--- config.mk ---
export PLATFORM = sky130hd
export DESIGN_NAME = byte_lane_enable_mux
export DESIGN_NICKNAME = d
export VERILOG_FILES = /design/src/rtl/lane_mux_pkg.sv /design/src/rtl/lane_pin_sync.sv /design/src/rtl/byte_lane_enable_mux.sv
export SDC_FILE = /design/constraint.sdc
export NUM_CORES = 1
export LEC_CHECK = 0
export BUFFER_PORTS_ARGS = -buffer_cell sky130_fd_sc_hd__buf_4
export CAP_MARGIN = 40
export CORE_UTILIZATION = 44
export DETAILED_ROUTE_END_ITERATION = 12
export GPL_TIMING_DRIVEN = 0
export PLACE_DENSITY = 0.8
export SLEW_MARGIN = 15
export SYNTH_ARGS = -nofsm -noshare
export SYNTH_HDL_FRONTEND = slang
export SYNTH_HIERARCHICAL = 1
export SYNTH_SLANG_ARGS = --single-unit
--- constraint.sdc ---
create_clock -name clk_i -period 1.12 [get_ports clk_i]
set_input_delay 0.056 -clock clk_i [delete_from_list [all_inputs] [get_ports clk_i]]
set_output_delay 0.056 -clock clk_i [all_outputs]
set_load 0.05 [all_outputs]
--- src/rtl/lane_mux_pkg.sv ---
// shared constants for the byte-lane pin logic
//
// How it works
// - as master, lanes mark active write bytes
// - mode input selects read/write byte enables
// - 8-bit region: lanes 2,3 address, lane0 enable
// - 16-bit region: lane0 high, lane1 low byte
// - 32-bit region: four lanes enable bytes 0-3
// - foreign master: lanes 0,1 give bank select
// - foreign master: lanes 2,3 give byte address
`default_nettype none

package lane_mux_pkg;

   ////////////////////////////////////////////////////////////////////////////////
   localparam int unsigned LANE_COUNT = 4;
   localparam int unsigned SYNC_STAGES = 2;

   // region width codes
   localparam logic [1:0] WIDTH_8 = 2'h0;
   localparam logic [1:0] WIDTH_16 = 2'h1;
   localparam logic [1:0] WIDTH_32 = 2'h2;

   // access size codes
   localparam logic [1:0] SIZE_BYTE = 2'h0;
   localparam logic [1:0] SIZE_HALF = 2'h1;
   localparam logic [1:0] SIZE_WORD = 2'h2;

   ////////////////////////////////////////////////////////////////////////////////
   // values after reset, plus the output-enable level while driving
   localparam logic [3:0] LANE_OUT_RST = 4'h0;
   localparam logic [3:0] LANE_OE_N_RST = 4'hF;
   localparam logic [3:0] LANE_OE_N_DRIVE = 4'h0;
   localparam logic [1:0] BANK_SEL_RST = 2'h0;
   localparam logic [1:0] BYTE_ADDR_RST = 2'h0;

endpackage

`default_nettype wire

--- src/rtl/lane_pin_sync.sv ---
// two-flop synchroniser for the shared lane pins
`timescale 1ns/1ps
`default_nettype none

module lane_pin_sync #(
   parameter int unsigned WIDTH = 4
) (
   input  wire logic             clk_i,
   input  wire logic             srst_i,
   input  wire logic [WIDTH-1:0] async_i,
   output var  logic [WIDTH-1:0] sync_o
);

   logic [WIDTH-1:0] meta_reg;
   logic [WIDTH-1:0] sync_reg;

   // meta_reg feeds sync_reg only
   always_ff @(posedge clk_i) begin
      if (srst_i) begin
         meta_reg <= '0;
         sync_reg <= '0;
      end else begin
         meta_reg <= async_i;
         sync_reg <= meta_reg;
      end
   end

   assign sync_o = sync_reg;

endmodule // lane_pin_sync

`default_nettype wire

--- src/rtl/byte_lane_enable_mux.sv ---
// byte-lane enable / address pin multiplexer of the external bus
`timescale 1ns/1ps
`default_nettype none

module byte_lane_enable_mux #(
   parameter int unsigned LANES = lane_mux_pkg::LANE_COUNT
) (
   input  wire logic       clk_i,
   input  wire logic       srst_i,
   input  wire logic       bus_master_i,
   input  wire logic       rw_mode_i,
   input  wire logic       access_valid_i,
   input  wire logic       access_write_i,
   input  wire logic       write_strobe_i,
   input  wire logic [1:0] region_width_i,
   input  wire logic [1:0] access_size_i,
   input  wire logic [1:0] addr_lo_i,
   input  wire logic [3:0] lane_in_i,
   output var  logic [3:0] lane_out_o,
   output var  logic [3:0] lane_oe_n_o,
   output var  logic [1:0] bank_sel_o,
   output var  logic [1:0] ext_byte_addr_o,
   output var  logic       page_cross_o
);

   ////////////////////////////////////////////////////////////////////////////////
   // master side: decode of the enables

   logic [3:0] lane_out_reg;
   logic [3:0] lane_out_next;
   logic [3:0] lane_oe_n_reg;
   logic [3:0] lane_oe_n_next;
   logic [3:0] mask32;
   logic [3:0] mask16;
   logic [3:0] mask8;
   logic [3:0] lanes_w32;
   logic [3:0] lanes_w16;
   logic [3:0] lanes_w8;
   logic       enable_gate;
   logic       is_byte;
   logic       is_half;
   logic       is_word;

   assign is_byte = (access_size_i == lane_mux_pkg::SIZE_BYTE);
   assign is_half = (access_size_i == lane_mux_pkg::SIZE_HALF);
   assign is_word = (access_size_i == lane_mux_pkg::SIZE_WORD);

   // write-only mode waits for the data strobe; read/write mode follows the address phase
   assign enable_gate = rw_mode_i ? access_valid_i
                                  : (access_valid_i & access_write_i & write_strobe_i);

   genvar k;
   generate
      for (k = 0; k < 4; k++) begin : g_lane
         localparam logic [1:0] LANE_IDX = 2'(k);
         assign mask32[k] = is_word
                          | (is_half & (addr_lo_i[1] == LANE_IDX[1]))
                          | (is_byte & (addr_lo_i == LANE_IDX));
      end
   endgenerate

   // lane0 high byte (even address), lane1 low byte (odd address)
   assign mask16 = {2'b00, ~is_byte | addr_lo_i[0], ~is_byte | ~addr_lo_i[0]};
   assign mask8 = 4'h1;

   assign lanes_w32 = mask32 & {4{enable_gate}};
   // address lanes carry A30 on lane2, A31 on lane3 whatever the gate
   assign lanes_w16 = {addr_lo_i[0], addr_lo_i[1], mask16[1:0] & {2{enable_gate}}};
   assign lanes_w8 = {addr_lo_i[0], addr_lo_i[1], 1'b0, mask8[0] & enable_gate};

   // unknown width code drives nothing active
   assign lane_out_next = !bus_master_i ? lane_mux_pkg::LANE_OUT_RST :
                          (region_width_i == lane_mux_pkg::WIDTH_8)  ? lanes_w8 :
                          (region_width_i == lane_mux_pkg::WIDTH_16) ? lanes_w16 :
                          (region_width_i == lane_mux_pkg::WIDTH_32) ? lanes_w32 :
                          lane_mux_pkg::LANE_OUT_RST;

   assign lane_oe_n_next = bus_master_i ? lane_mux_pkg::LANE_OE_N_DRIVE
                                        : lane_mux_pkg::LANE_OE_N_RST;

   always_ff @(posedge clk_i) begin
      if (srst_i) begin
         lane_out_reg  <= lane_mux_pkg::LANE_OUT_RST;
         lane_oe_n_reg <= lane_mux_pkg::LANE_OE_N_RST;
      end else begin
         lane_out_reg  <= lane_out_next;
         lane_oe_n_reg <= lane_oe_n_next;
      end
   end

   ////////////////////////////////////////////////////////////////////////////////
   // foreign-master side: address inputs

   logic [3:0] lane_sync;
   logic [1:0] bank_sel_reg;
   logic [1:0] bank_sel_next;
   logic [1:0] byte_addr_reg;
   logic [1:0] byte_addr_next;
   logic       addr_seen_reg;
   logic       addr_seen_next;
   logic       page_cross_reg;
   logic       page_cross_next;
   logic [1:0] sampled_byte;

   lane_pin_sync #(
      .WIDTH (LANES)
   ) u_sync (
      .clk_i   (clk_i),
      .srst_i  (srst_i),
      .async_i (lane_in_i),
      .sync_o  (lane_sync)
   );

   // lane0 is A4 (msb of bank index), lane1 is A5
   assign bank_sel_next = bus_master_i ? bank_sel_reg : {lane_sync[0], lane_sync[1]};
   assign sampled_byte = {lane_sync[2], lane_sync[3]};
   assign byte_addr_next = bus_master_i ? byte_addr_reg : sampled_byte;
   assign addr_seen_next = ~bus_master_i;
   // wrap of A30:31 downward means the next word of a sequential run was entered
   assign page_cross_next = ~bus_master_i & addr_seen_reg & (sampled_byte < byte_addr_reg);

   always_ff @(posedge clk_i) begin
      if (srst_i) begin
         bank_sel_reg   <= lane_mux_pkg::BANK_SEL_RST;
         byte_addr_reg  <= lane_mux_pkg::BYTE_ADDR_RST;
         addr_seen_reg  <= 1'b0;
         page_cross_reg <= 1'b0;
      end else begin
         bank_sel_reg   <= bank_sel_next;
         byte_addr_reg  <= byte_addr_next;
         addr_seen_reg  <= addr_seen_next;
         page_cross_reg <= page_cross_next;
      end
   end

   assign lane_out_o      = lane_out_reg;
   assign lane_oe_n_o     = lane_oe_n_reg;
   assign bank_sel_o      = bank_sel_reg;
   assign ext_byte_addr_o = byte_addr_reg;
   assign page_cross_o    = page_cross_reg;
endmodule // byte_lane_enable_mux

`default_nettype wire

==> results of run 1 <==
-- where the power goes --
part | total [W] | leakage (nW) | switching (W) | internal [W]
logic | 0.000225 | 0.305 | 0.000115 | 0.000110
registers | 0.000707 | 0.157 | 0.00000855 | 0.000698
clock network | 0.000330 | 0.0150 | 0.000191 | 0.000138
-- kinds of logic (layout without fill, tap and decap cells) --
kind of cell	after synthesis	in the layout
mux	4	4
buf+inv	7	46
compound gates	11	11
flops	19	19
simple gates	28	28
fa+ha+maj	1	1
-- synthesized netlist by cell type (2+ instances only) --
master   number
buf_4         3
o21ai_1       2
dfxtp_1      19
a21oi_1       5
nor2_1        8
nor2b_1      10
nand2_1       4
o21ai_0       2
mux2i_1       4
inv_1         3
-- layer usage --
layer,global-route usage,vias up,wire (um)
met4,0.0581,0,14
met5,0,-,0
met1,0.176,272,536
met3,0.0478,4,83
li1,-,303,-
met2,0.291,24,675
-- layout make-up --
type / count / area share
sequential: 19 / 0.373
timing repair buffer: 35 / 0.272
multi-input combinational: 44 / 0.267
buffer: 4 / 0.0328
clock buffer: 4 / 0.0255
tap: 16 / 0.0194
inverter: 3 / 0.0109
-- repair_timing --
action / in CTS / in global routing
endpoints found under the hold margin: 7 / 0
gates resized for setup: 0 / 1
endpoints found under the setup margin: 0 / 3
hold buffers: 7 / 0
-- stage by stage --
step	instance area, um^2	hold slack (ps)	util	setup TNS (ps)	total power [W]
3_3_place_gp	932	266	0.626	-154	0.000922
6_report	1030	5.42	0.692	0	0.00126
3_5_place_dp	932	275	0.626	-182	0.000927
2_1_floorplan	702	119	-	0	0.000841
5_1_grt	1030	38.5	0.692	-23.9	0.00133
4_1_cts	1030	6.89	0.691	0	0.00127
-- worst min path at each step --
stage	cells past startpoint	slack, ps	end	from
after floorplan	1	120	ext_byte_addr_o[1]$_SDFFE_PP0N_	srst_i
after global placement	2	270	u_sync/meta_reg[2]$_SDFF_PP0_	lane_in_i[2]
after detailed placement	2	270	u_sync/meta_reg[0]$_SDFF_PP0_	lane_in_i[0]
after CTS	3	7	lane_out_o[2]$_SDFF_PP0_	addr_lo_i[1]
after global routing	2	40	u_sync/meta_reg[3]$_SDFF_PP0_	srst_i
final	3	5	lane_out_o[2]$_SDFF_PP0_	addr_lo_i[1]
-- critical path, stage by stage --
cell	delay [ps]
dlygate4sd3_1	550
buf_4	150
or2_2	280
a21oi_1	150
a211oi_1	80
==> metrics, run 1 <==
Die Area=1750 um^2; end of the critical path=lane_out_o[1]$_SDFF_PP0_; fmax=923 MHz; Adder-Cell Fraction of Synth Area=0.0179; reg-to-reg slack, setup=120 ps; Main synth FF type=dfxtp_1; Max Buffers Root-to-Sink=2; syn avg cell area=9.97 um^2; Via density=4.82; Synth Instances=70; Critical Path Start Type=input pin; CTS Sinks=19; clock slew seen by the registers of the worst setup and hold paths=100 ps; synthesized net count=88; fin crit period=1080 ps; Worst Tran Pin Value=246 ps; top post-synthesis cells by area=dfxtp_1 54%, nor2b_1 9.0%, mux2i_1 5.7%; antenna-violating nets left=0; 1st-pass router iterations=4; period utilization=0.967; Yosys top cell area share=0.545; Skew-Pair Late Insertion Delay=290 ps; max-slew violations=0; number of CTS-inserted buffers=3; Synth area leader=dfxtp_1; footprint of the multi-input gates=275 um^2; gr usage total=0.161; Worst Path Max Fanout=3; CP startpoint=addr_lo_i[0]; Max-cap violations=0; initial core utilization=0.469; Post-Synth Simple-Gate Area=0.231; Worst Clk Skew=1.77 ps; Max-Slew Margin vs Limit=0.835; DP Wirelength=910 um; GRT overflow=0; worst flop-to-flop path startpoint=ext_byte_addr_o[1]$_SDFFE_PP0N_; #FFs+latches synth=19; Synth Area in Compound Gates=0.0842; global placer's final weighted congestion=0.692; Non-Filler Instances=125; commonest cells after routing, fill and taps aside=31 x buf_4, 18 x dfxtp_1, 9 x nor2b_1, 8 x nor2_1, 7 x dlygate4sd3_1; post-synthesis mux area share=0.0573; final WL=1310 um; CTS tree=yes; Setup Buffers After CTS=0; H-tree levels=1; Placed Cells incl. Taps=114; CTS Root Cell=clkbuf_4; Area Overhead vs Synth=47.7%; Worst Path Required=1300 ps; row cnt=14; core area=1490 um^2; final setup fails=0; sequential share of the synthesized area=0.545; pre-CTS setup slack=-94.2 ps; Post-synth EDFFs=0; vias post-DR=603; largest family of logic cells by synthesized area=simple AND/OR/NAND/NOR gates; vias in the first global route=516; RSZ-0062 raised after global routing=yes; I/O pins=30; XOR/XNOR Fraction of Synth Area=0; Hold WC Path Type=input pin to flip-flop; initial antenna violation count=0; n_diodes=0; Die Width=41.8 um; Die H=41.8 um; r2r worst-path depth=4; fill count=113; I/O Buffers=28; Power Dens Cells=1220 nW/um^2; pin count of the biggest net entering global routing=15; status=finished, final reports clean; DRC=0; DR iter-0 viols=18; Final nets=128; register area=384 um^2; cell area after synthesis=698 um^2; share of cells above drive strength 1=0.367; crit end category=flip-flop; Synth async-reset ratio=0; Unique masters post-synth=20; most common cell after layout, fill and taps aside=buf_4; synth warn=6; VDD IR max=0.874 mV; Worst EP arrival=1260 ps; Critical R2R Capture=page_cross_o$_SDFF_PP0_; slack of the critical path=36.6 ps; WL per Instance=10.5 um; first-pass GRT wire length=2150 um; leak pwr=0.477 nW; Final Hold Fails=0; critical path type=input pin to flip-flop
No activity file was read; power rests on OpenSTA's default activity.
==> run 2, diff against run 1 <==
--- a/config.mk
+++ b/config.mk
@@ -5,12 +5,13 @@
 export SDC_FILE = /design/constraint.sdc
 export NUM_CORES = 1
 export LEC_CHECK = 0
+export ABC_AREA = 1
 export BUFFER_PORTS_ARGS = -buffer_cell sky130_fd_sc_hd__buf_4
 export CAP_MARGIN = 40
-export CORE_UTILIZATION = 44
+export CORE_UTILIZATION = 45
 export DETAILED_ROUTE_END_ITERATION = 12
 export GPL_TIMING_DRIVEN = 0
-export PLACE_DENSITY = 0.8
+export PLACE_DENSITY = 0.79
 export SLEW_MARGIN = 15
 export SYNTH_ARGS = -nofsm -noshare
 export SYNTH_HDL_FRONTEND = slang
==> metrics, run 2 <==
Synth Instances=104; GRT overflow=0; 1st-pass router iterations=8; metal3 WL=93 um; Hold WC Path Type=input pin to flip-flop; CTS Root Cell=clkbuf_4; slack of the critical path=87.3 ps; I/O pins=30; Skew-Pair Late Insertion Delay=290 ps; H-tree levels=1; crit end category=flip-flop; gr usage total=0.181; Die Width=43.7 um; sequential share of the synthesized area=0.486; WL met2=723 um; Post-synth EDFFs=0; Die H=43.7 um; DRC=3; syn avg cell area=7.53 um^2; leak pwr=0.562 nW; Max Buffers Root-to-Sink=2; cell area after synthesis=783 um^2; Power Dens Cells=1170 nW/um^2; RSZ-0062 raised after global routing=no; DR iter-0 viols=9; VDD IR max=0.957 mV; Critical Path Start Type=flip-flop; Worst Tran Pin Value=251 ps; Unique masters post-synth=15; Area Overhead vs Synth=39.3%; Yosys top cell area share=0.486; Metal-1 WL=558 um; Synth area leader=dfxtp_1; final setup fails=0; status=complete, but fails checks; WL per Instance=8.99 um; synthesized net count=122; row cnt=14; antenna-violating nets left=0; DP Wirelength=1090 um; Via density=4.59; vias in the first global route=657; pre-CTS setup slack=85.2 ps; Worst Path Required=1310 ps; final WL=1410 um; I/O Buffers=29; critical path type=flip-flop to flip-flop; Post-synth top cells=23 x nand2_1, 20 x inv_1, 19 x dfxtp_1; most common cell after layout, fill and taps aside=buf_4; commonest cells after routing, fill and taps aside=32 x buf_4, 23 x nand2_1, 20 x inv_1, 18 x dfxtp_1; clock slew seen by the registers of the worst setup and hold paths=90 ps; CP startpoint=ext_byte_addr_o[1]$_SDFFE_PP0N_; Die Area=1910 um^2; first-pass GRT wire length=2510 um; top post-synthesis cells by area=dfxtp_1 49%, nand2_1 11%, inv_1 9.6%; Synth async-reset ratio=0; Main synth FF type=dfxtp_1; Final nets=160; max-slew violations=0; #FFs+latches synth=19; core area=1560 um^2; Setup Buffers After CTS=0; period utilization=0.922; Final Hold Fails=0; Max-Slew Margin vs Limit=0.831; fmax=968 MHz; Max-cap violations=0; global placer's final weighted congestion=0.821; n_diodes=0; vias post-DR=720; worst flop-to-flop path startpoint=ext_byte_addr_o[1]$_SDFFE_PP0N_; top sig layer=met4; Worst EP arrival=1220 ps; Final Util=0.700; fin crit period=1030 ps; TNS Setup=0 ps; number of CTS-inserted buffers=3; Worst Clk Skew=0.631 ps; synth warn=6; most common cell in the synthesized netlist=nand2_1; Pwr Total=0.00127 W; Worst Hold Launch=bus_master_i; share of cells above drive strength 1=0.291; pin count of the biggest net entering global routing=11; Worst Path Max Fanout=2; initial core utilization=0.502; initial antenna violation count=0; failing checks=DRC; CTS tree=yes; CTS Sinks=19
[run 2: cell types whose count changed in the layout (fill, tap and decap cells not counted), sizes merged, moves of 3 or more]
cell         previous run  this run
nand3                   0        12
inv                     3        21
nand2                   4        23
dlygate4sd3             7         4
nor2                    8        14
mux2i                   4         0
nor2b                  10         0
[run 2: repair_timing]
| item | 4_1_cts | 5_1_grt |
|---|---|---|
| hold buffers | 4 | 0 |
| gates resized for setup | 0 | 0 |
| endpoints found under the hold margin | 4 | 0 |
[run 2: stage by stage]
stage	hold WS, ps	cell area (um^2)	cells
2_1_floorplan	163	787	104
3_3_place_gp	255	1020	149
3_5_place_dp	264	1020	149
4_1_cts	17.1	1090	157
5_1_grt	21.3	1090	157
6_report	25.0	1090	157
[run 2: final timing paths]
check,slack [ps],depth (start not counted),endpoint
min,30,3,bank_sel_o[1]$_SDFFE_PP0N_
min reg2reg,410,2,u_sync/sync_o[0]$_SDFF_PP0_
max reg2reg,90,4,page_cross_o$_SDFF_PP0_
max,90,4,page_cross_o$_SDFF_PP0_
[run 2: area by class of cell]
cell class                 instances  area, um^2
buffer                             4        33.8
clock buffer                       4        26.3
fill                             139         468
inverter                          21        78.8
multi-input combinational         60         290
sequential                        19         384
tap                               16        20.0
timing repair buffer              33         258
[run 2: logic make-up after synthesis]
logic type      after synthesis  synth area share
simple gates                 51             0.297
buf+inv                      25             0.144
flops                        19             0.486
compound gates                8            0.0575
fa+ha+maj                     1            0.0160
[run 2: report_power, final]
group,internal (W),switching (W)
sequential,0.000698,0.00000887
clock,0.000139,0.000185
combinational,0.000104,0.000137
[run 2: layer usage]
layer / global-route usage / up-vias
li1: - / 390
met1: 0.185 / 307
met2: 0.322 / 18
met3: 0.0500 / 5
met4: 0.113 / 0
met5: 0 / -
[run 2: worst max-delay path: stages (launching register included)]
cell      delay, ps
dfxtp_4         350
inv_1            50
ha_1            270
a21boi_0        220
nor4_2           50
